### src/rtl/casr_pkg.sv
/*
  Constants and types shared by the status register bank and its flag
  calculator. Assumes an 8-bit data path and a 7-bit direct file address.
*/
package casr_pkg;

  localparam int unsigned DATA_W      = 8;
  localparam int unsigned FADDR_W     = 7;
  localparam int unsigned BANK_ADDR_W = 8;

  // Register locations, one physical register seen from both banks
  localparam logic [BANK_ADDR_W-1:0] STAT_ADDR_BANK0 = 8'h03;
  localparam logic [BANK_ADDR_W-1:0] STAT_ADDR_BANK1 = 8'h83;

  // Field positions
  localparam int unsigned IND_BANK_BIT  = 7;
  localparam int unsigned DIR_HI_BIT    = 6;
  localparam int unsigned DIR_LO_BIT    = 5;
  localparam int unsigned WDT_FLAG_BIT  = 4;
  localparam int unsigned SLP_FLAG_BIT  = 3;
  localparam int unsigned ZERO_BIT      = 2;
  localparam int unsigned NIB_CARRY_BIT = 1;
  localparam int unsigned CARRY_BIT     = 0;
  localparam int unsigned NIBBLE_MSB    = 3;

  // Reset value: bank selects low, both reset flags high, arithmetic flags zero
  localparam logic [DATA_W-1:0] STAT_RESET = 8'h18;

  typedef enum logic [2:0] {
    CASR_K_NONE  = 3'h0,
    CASR_K_ADD   = 3'h1,
    CASR_K_SUB   = 3'h2,
    CASR_K_LOGIC = 3'h3,
    CASR_K_CLEAR = 3'h4,
    CASR_K_PLAIN = 3'h5,
    CASR_K_KICK  = 3'h6,
    CASR_K_SLEEP = 3'h7
  } casr_kind_t;

endpackage : casr_pkg

### src/rtl/casr_flag_calc.sv
/*
  Combinational adder/subtractor with carry and nibble carry flags; the caller forms the zero flag.
  Assumes operands are registered or stable in the caller's clock domain.
*/
`timescale 1ns/1ps
module casr_flag_calc
  import casr_pkg::*;
#(
  parameter int unsigned WIDTH = DATA_W
) (
  input  wire logic [WIDTH-1:0] op_a,
  input  wire logic [WIDTH-1:0] op_b,
  input  wire logic             subtract,
  output logic      [WIDTH-1:0] sum,
  output logic                  carry_out,
  output logic                  nib_carry_out
);

  // Refused at elaboration: no nibble carry without a bit above the nibble
  if (WIDTH <= NIBBLE_MSB + 1) begin : g_width_check
    $error("casr_flag_calc: WIDTH too small for a nibble carry");
  end

  logic [WIDTH-1:0] b_eff;
  logic [WIDTH:0]   full;
  logic [NIBBLE_MSB+1:0] low;

  // Subtraction as a + ~b + 1, so carry means no borrow
  assign b_eff = subtract ? ~op_b : op_b;
  assign full  = {1'b0, op_a} + {1'b0, b_eff} + {{WIDTH{1'b0}}, subtract};
  assign low   = {1'b0, op_a[NIBBLE_MSB:0]} + {1'b0, b_eff[NIBBLE_MSB:0]}
               + {{(NIBBLE_MSB+1){1'b0}}, subtract};

  assign sum           = full[WIDTH-1:0];
  assign carry_out     = full[WIDTH];
  assign nib_carry_out = low[NIBBLE_MSB+1];

endmodule // casr_flag_calc

### src/rtl/casr_status.sv
/*
  Processor status register: arithmetic flags, reset cause flags and bank
  selects, updated by the instruction execution logic one instruction a cycle.
  Assumes all inputs come from core logic on mclk; no pin is sampled here.
*/
`timescale 1ns/1ps

// How it works
// - Status register accepted as any instruction destination
// - Flag-affecting ops ignore written zero/carry bits
// - Writes never change the two reset flags
// - Clear clears upper three, sets zero flag
// - Plain moves, bit ops, swap write verbatim
// - Subtraction carries are inverted borrow indicators
// - Reachable at 03h and mirrored at 83h
// - Nibble carry from bit three on add/sub
// - Timeout clears watchdog flag; kick, sleep set it
// - Sleep clears sleep flag; kick sets it
// - Zero flag tracks zero result on add, sub, logic and clear
// - Carry from most significant bit on add/sub
module casr_status
  import casr_pkg::*;
(
  input  wire logic               mclk,
  input  wire logic               rst_n,
  input  wire logic               instr_valid,
  input  wire casr_kind_t         instr_kind,
  input  wire logic               instr_to_file,
  input  wire logic [FADDR_W-1:0] instr_addr,
  input  wire logic [DATA_W-1:0]  operand_a,
  input  wire logic [DATA_W-1:0]  operand_b,
  input  wire logic [DATA_W-1:0]  plain_result,
  input  wire logic               wdt_timeout,
  output logic      [DATA_W-1:0]  status_reg,
  output logic      [DATA_W-1:0]  result_reg,
  output logic                    result_valid_reg,
  output logic                    dir_bank_reg
);

  // ==========================================================
  // Decode helpers
  // ==========================================================
  function automatic logic hits_status(input logic bank, input logic [FADDR_W-1:0] addr);
    logic [BANK_ADDR_W-1:0] full;
    full = {bank, addr};
    return (full == STAT_ADDR_BANK0) || (full == STAT_ADDR_BANK1);
  endfunction

  function automatic logic sets_flags(input casr_kind_t k);
    return (k == CASR_K_ADD) || (k == CASR_K_SUB) || (k == CASR_K_LOGIC) || (k == CASR_K_CLEAR);
  endfunction

  // ==========================================================
  // Arithmetic
  // ==========================================================
  logic [DATA_W-1:0] alu_sum;
  logic              alu_carry;
  logic              alu_nib_carry;

  casr_flag_calc #(
    .WIDTH (DATA_W)
  ) u_calc (
    .op_a          (operand_a),
    .op_b          (operand_b),
    .subtract      (instr_kind == CASR_K_SUB),
    .sum           (alu_sum),
    .carry_out     (alu_carry),
    .nib_carry_out (alu_nib_carry)
  );

  // ==========================================================
  // Next value
  // ==========================================================
  logic [DATA_W-1:0] result_next;
  logic [DATA_W-1:0] status_next;
  logic              hit;

  assign hit = instr_valid && instr_to_file && hits_status(status_reg[DIR_LO_BIT], instr_addr);

  always_comb begin
    status_next = status_reg;
    result_next = plain_result;
    if (instr_valid) begin
      case (instr_kind)
        CASR_K_ADD, CASR_K_SUB: begin
          result_next                = alu_sum;
          status_next[CARRY_BIT]     = alu_carry;
          status_next[NIB_CARRY_BIT] = alu_nib_carry;
          status_next[ZERO_BIT]      = (alu_sum == '0);
        end
        CASR_K_LOGIC: begin
          status_next[ZERO_BIT] = (plain_result == '0);
        end
        CASR_K_CLEAR: begin
          result_next           = '0;
          status_next[ZERO_BIT] = 1'b1;
        end
        CASR_K_KICK: begin
          status_next[WDT_FLAG_BIT] = 1'b1;
          status_next[SLP_FLAG_BIT] = 1'b1;
        end
        CASR_K_SLEEP: begin
          status_next[WDT_FLAG_BIT] = 1'b1;
          status_next[SLP_FLAG_BIT] = 1'b0;
        end
        default: begin
        end
      endcase
      if (hit) begin
        // Bank bits always take the result; upper two are kept zero by software
        status_next[IND_BANK_BIT:DIR_LO_BIT] = result_next[IND_BANK_BIT:DIR_LO_BIT];
        if (!sets_flags(instr_kind)) begin
          status_next[ZERO_BIT:CARRY_BIT] = result_next[ZERO_BIT:CARRY_BIT];
        end
        // Reset flags are left out of the write on purpose
      end
    end
    // Watchdog expiry beats a kick in the same cycle, the reset is coming
    if (wdt_timeout) begin
      status_next[WDT_FLAG_BIT] = 1'b0;
    end
  end

  // ==========================================================
  // State
  // ==========================================================
  always_ff @(posedge mclk or negedge rst_n) begin
    if (!rst_n) begin
      status_reg <= STAT_RESET;
    end else begin
      status_reg <= status_next;
    end
  end

  always_ff @(posedge mclk or negedge rst_n) begin
    if (!rst_n) begin
      dir_bank_reg <= 1'b0;
    end else begin
      dir_bank_reg <= status_next[DIR_LO_BIT];
    end
  end

  always_ff @(posedge mclk or negedge rst_n) begin
    if (!rst_n) begin
      result_reg       <= '0;
      result_valid_reg <= 1'b0;
    end else begin
      result_reg       <= result_next;
      result_valid_reg <= instr_valid && (instr_kind != CASR_K_NONE) && (instr_kind != CASR_K_KICK)
                          && (instr_kind != CASR_K_SLEEP);
    end
  end

  // ==========================================================
  // Checks
  // ==========================================================
  chk_clear_status: assert property (@(posedge mclk) disable iff (!rst_n)
    (instr_valid && instr_kind == CASR_K_CLEAR && hit && !wdt_timeout) |=>
      (status_reg[IND_BANK_BIT:DIR_LO_BIT] == 3'h0) && status_reg[ZERO_BIT]
      && (status_reg[WDT_FLAG_BIT:SLP_FLAG_BIT] == $past(status_reg[WDT_FLAG_BIT:SLP_FLAG_BIT]))
      && (status_reg[NIB_CARRY_BIT:CARRY_BIT] == $past(status_reg[NIB_CARRY_BIT:CARRY_BIT])))
    else $error("clear of status register gave wrong bits");

  chk_reset_flags_held: assert property (@(posedge mclk) disable iff (!rst_n)
    (instr_valid && hit && instr_kind inside {CASR_K_PLAIN, CASR_K_ADD, CASR_K_SUB, CASR_K_LOGIC, CASR_K_CLEAR}
      && !wdt_timeout) |=>
      status_reg[WDT_FLAG_BIT:SLP_FLAG_BIT] == $past(status_reg[WDT_FLAG_BIT:SLP_FLAG_BIT]))
    else $error("write changed a reset flag");

  chk_flag_write_blocked: assert property (@(posedge mclk) disable iff (!rst_n)
    (instr_valid && hit && instr_kind == CASR_K_ADD) |=>
      status_reg[CARRY_BIT] == $past(alu_carry) && status_reg[NIB_CARRY_BIT] == $past(alu_nib_carry))
    else $error("written value overrode arithmetic flags");

  chk_plain_write: assert property (@(posedge mclk) disable iff (!rst_n)
    (instr_valid && hit && instr_kind == CASR_K_PLAIN) |=>
      status_reg[IND_BANK_BIT:DIR_LO_BIT] == $past(plain_result[IND_BANK_BIT:DIR_LO_BIT])
      && status_reg[ZERO_BIT:CARRY_BIT] == $past(plain_result[ZERO_BIT:CARRY_BIT]))
    else $error("plain write not taken as commanded");

  chk_mirror_hit: assert property (@(posedge mclk) disable iff (!rst_n)
    (instr_valid && instr_to_file && instr_kind == CASR_K_PLAIN && instr_addr == STAT_ADDR_BANK0[FADDR_W-1:0])
      |=> status_reg[ZERO_BIT:CARRY_BIT] == $past(plain_result[ZERO_BIT:CARRY_BIT]))
    else $error("status not reached from both banks");

  chk_sleep_flags: assert property (@(posedge mclk) disable iff (!rst_n)
    (instr_valid && instr_kind == CASR_K_SLEEP && !wdt_timeout) |=>
      status_reg[WDT_FLAG_BIT] && !status_reg[SLP_FLAG_BIT] ##1 1'b1)
    else $error("sleep did not set reset flags right");

  chk_timeout_clear: assert property (@(posedge mclk) disable iff (!rst_n)
    wdt_timeout |=> !status_reg[WDT_FLAG_BIT])
    else $error("watchdog expiry did not clear its flag");

  chk_kick_flags: assert property (@(posedge mclk) disable iff (!rst_n)
    (instr_valid && instr_kind == CASR_K_KICK && !wdt_timeout) |=>
      status_reg[WDT_FLAG_BIT] && status_reg[SLP_FLAG_BIT])
    else $error("kick did not set both reset flags");

  chk_logic_zero: assert property (@(posedge mclk) disable iff (!rst_n)
    (instr_valid && instr_kind == CASR_K_LOGIC) |=>
      status_reg[ZERO_BIT] == ($past(plain_result) == 8'h00))
    else $error("logic op zero flag wrong");

  chk_clear_result: assert property (@(posedge mclk) disable iff (!rst_n)
    (instr_valid && instr_kind == CASR_K_CLEAR) |=>
      (result_reg == 8'h00) && result_valid_reg)
    else $error("clear did not give a zero result");

  chk_sub_borrow: assert property (@(posedge mclk) disable iff (!rst_n)
    (instr_valid && instr_kind == CASR_K_SUB && !hit) |=>
      status_reg[CARRY_BIT] == ($past(operand_a) >= $past(operand_b))
      && status_reg[NIB_CARRY_BIT] == ($past(operand_a[NIBBLE_MSB:0]) >= $past(operand_b[NIBBLE_MSB:0])))
    else $error("borrow polarity wrong in subtraction");

  chk_add_flags: assert property (@(posedge mclk) disable iff (!rst_n)
    (instr_valid && instr_kind == CASR_K_ADD && !hit) |=>
      status_reg[ZERO_BIT] == (8'($past(operand_a) + $past(operand_b)) == 8'h00)
      && status_reg[NIB_CARRY_BIT] == ({1'b0, $past(operand_a[NIBBLE_MSB:0])}
                                       + {1'b0, $past(operand_b[NIBBLE_MSB:0])} > 5'h0f)
      && status_reg[CARRY_BIT] == ({1'b0, $past(operand_a)} + {1'b0, $past(operand_b)} > 9'h0ff))
    else $error("add flags wrong");

  chk_bank_out: assert property (@(posedge mclk) disable iff (!rst_n)
    dir_bank_reg == status_reg[DIR_LO_BIT])
    else $error("bank output out of step with register");

endmodule // casr_status
### config.mk
export PLATFORM = sky130hd
export DESIGN_NAME = casr_status
export DESIGN_NICKNAME = d
export VERILOG_FILES = /design/src/rtl/casr_pkg.sv /design/src/rtl/casr_flag_calc.sv /design/src/rtl/casr_status.sv
export SDC_FILE = /design/constraint.sdc
export NUM_CORES = 1
export LEC_CHECK = 0
export CORE_MARGIN = 4
export CORE_UTILIZATION = 59
export CTS_CLUSTER_SIZE = 14
export DETAILED_ROUTE_END_ITERATION = 6
export DONT_BUFFER_PORTS = 1
export PLACE_DENSITY = 0.76
export SYNTH_ARGS = -nofsm -noshare
export SYNTH_HDL_FRONTEND = slang
export SYNTH_SLANG_ARGS = --single-unit
### constraint.sdc
create_clock -name mclk -period 1.1 [get_ports mclk]
set_input_delay 0.22 -clock mclk [delete_from_list [all_inputs] [get_ports mclk]]
set_output_delay 0.22 -clock mclk [all_outputs]
set_load 0.02 [all_outputs]
==> impl_metrics.ini <==
[sta]
setup_violations = 15
post-route-period-util = 1.87
min_period_ns = 2.06
slew_violations = 0
max-slew-margin-rel = 0.520
worstMarginPinSlew_ns = 0.720
worst_clock_skew_ns = 0
setup_slack_ns = -0.962
max_freq_mhz = 485
report.final.hold_viol_count = 0
holdWs_ns = 0.00759
rsz0062_at_grt = yes

[critical_path]
reg2reg_from = status_reg[2]
worstPathMaxFanout = 14
r2r_cells = 4
cp_num_buf_inv = 0
cp_cell_sequence = nor2_4, and2_4, xor2_1, ha_1, a211o_1, a2111o_1, o211ai_1, a2bb2oi_1, o21ai_1
critPathSlowestCell = a2111o_1
cp_top_family = compound AO/OA/AOI/OAI gates
critPathCapture = status_reg[6]
worstSetupEndpointType = flop
cp.arrival_ns = 2.24
r2r-end = status_reg[2]
crit_start = instr_kind[0]
rrSetupSlack_ns = 0.03
critPathKind = in2reg
worstPathRequired_ns = 1.28
cp.depth = 9
max_stage_delay_ns = 0.38
worst_setup_path_start_kind = input port

[die]
core-area_mm2 = 0.00230
io_pins = 57
die_h_um = 58.3
die_x_um = 58.3
start_util = 0.649
die_area_mm2 = 0.00340
row_count = 17

[final_layout]
fin_nets = 256
final_area_mm2 = 0.00206
final_cell_mix = 34 x buf_4, 14 x nand2_1, 14 x dfrtp_1, 10 x nor2_1
area_delta_synth_final_pct = 38.1
antenna-diode-count = 0
drive_gt1_frac = 0.398
fill_cells = 98
layout_commonest_cell = buf_4

[yosys]
async_flop_share = 1.00
avgSynthCellArea_um2 = 8.57
synth_warnings = 0
synth-edff-count = 0
netlist_area_mm2 = 0.00149
netlist_instances = 174
ys.flop_type = dfrtp_1
ys_seq_elements = 17
seq_area_frac_synth = 0.287
yosys.cell_types.count = 54
mappedNetlistNets = 223

[clocking]
cts_max_level = 1
clk_latency_ns = 0.29
cts_tree = yes
path_clk_slew_ns = 0.10
clock-sinks = 17
cts_buffers = 3
clockBufferDepth = 2
cts_root_buffer = clkbuf_4

[grt]
antenna_found_initial = 0
grt_first_pass_wirelength_mm = 7.43
gr-usage-all-layers = 0.285
grt_pass1_vias = 1604
grt_max_degree = 18
grt-ovfl-total = 0

[detailed_routing]
drtIter0Drc = 81
drc = 0
vias = 1593
wl_mm = 4.87
drt-wirelength-per-cell_um = 20.8
vias_per_cell = 6.81
ant_nets = 0
drt_pass1_iterations = 4

[power]
power.density_mw_per_mm2 = 1100
ir_worst_vdd_uv = 831
p_leak_nw = 0.881

[run]
drv_cap = 0

[place]
port-buffer-count = 0
hpwl_mm = 3.43
place_congestion = 0.881
detailed_place.area_mm2 = 0.00177

[outcome]
violations = setup timing
status = complete, but fails checks

[worst_hold_path]
hp-class = in2reg
-- worst min-delay path by stage --
stage | slack, ns | startpoint | cells after the start | endpoint
2_1_floorplan | -0.08 | rst_n | 0 | result_reg[0]
3_3_place_gp | -0.08 | rst_n | 0 | result_valid_reg
3_5_place_dp | -0.08 | rst_n | 0 | result_reg[1]
4_1_cts | 0.003 | instr_valid | 1 | status_reg[1]
5_1_grt | -0.002 | instr_valid | 1 | status_reg[1]
6_report | 0.008 | instr_valid | 1 | status_reg[1]
-- final cells by class --
type	count	area, um^2	area share
Clock buffer	4	26.3	0.0128
Inverter	4	15.0	0.00729
Tap cell	28	35.0	0.0170
Timing Repair Buffer	39	310	0.151
Multi-Input combinational cell	142	1240	0.604
Sequential cell	17	429	0.208
-- cells in the mapped netlist (3+ instances only) --
library cell,instances,share of area
o21a_1,3,0.015
a21oi_1,8,0.027
inv_1,4,0.010
nand3_1,6,0.020
ha_1,9,0.076
o21ai_0,16,0.054
o22ai_1,3,0.013
or3_1,4,0.017
xor2_1,11,0.065
buf_2,4,0.013
nand2_1,14,0.035
dfrtp_1,15,0.25
clkbuf_1,6,0.015
a211oi_1,3,0.015
nor2_1,11,0.028
xnor2_1,5,0.029
and3_1,3,0.013
nor3_1,4,0.013
or2_2,3,0.013
-- cell families after synthesis --
family	after synthesis	share of synthesized area
buffers and inverters	15	0.0436
adders and majority gates	10	0.0889
and+or+nand+nor	59	0.218
DFF	17	0.287
xor gates and xnor gates	16	0.0940
muxes	2	0.0143
AOI/OAI and AO/OA	55	0.254
-- metrics by stage --
stage | total power [mW] | std cells | setup WS [ns] | util | TNS, ns
after floorplan | 1.42 | 174 | -1.32 | - | -14.23
after global placement | 1.60 | 221 | -1.07 | 0.771 | -11.75
after detailed placement | 1.64 | 221 | -1.18 | 0.771 | -12.68
after CTS | 2.12 | 233 | -0.836 | 0.859 | -8.71
after global routing | 2.36 | 234 | -1.03 | 0.897 | -11.04
final | 2.26 | 234 | -0.962 | 0.897 | -10.02
-- power breakdown --
part / internal [mW] / total, mW / switching (mW) / leakage (nW)
Combinational: 0.561 / 1.08 / 0.519 / 0.661
Sequential: 0.703 / 0.837 / 0.134 / 0.205
Clock: 0.141 / 0.339 / 0.198 / 0.0150
Total: 1.40 / 2.26 / 0.851 / 0.881
-- per-layer routing --
layer	track usage	routed length [um]
met5	0	0
met4	0.166	163
met3	0.0557	470
met2	0.507	2500
met1	0.310	1740
-- what timing repair did --
| action | CTS | global route |
|---|---|---|
| endpoints found under the setup margin | 17 | 17 |
| endpoints found under the hold margin | 19 | 0 |
| hold buffers | 3 | 0 |
| pin swaps | 11 | 6 |
| buffers inserted | 5 | 1 |
| gates resized for setup | 19 | 17 |
Power figures use the tool's default switching activity.
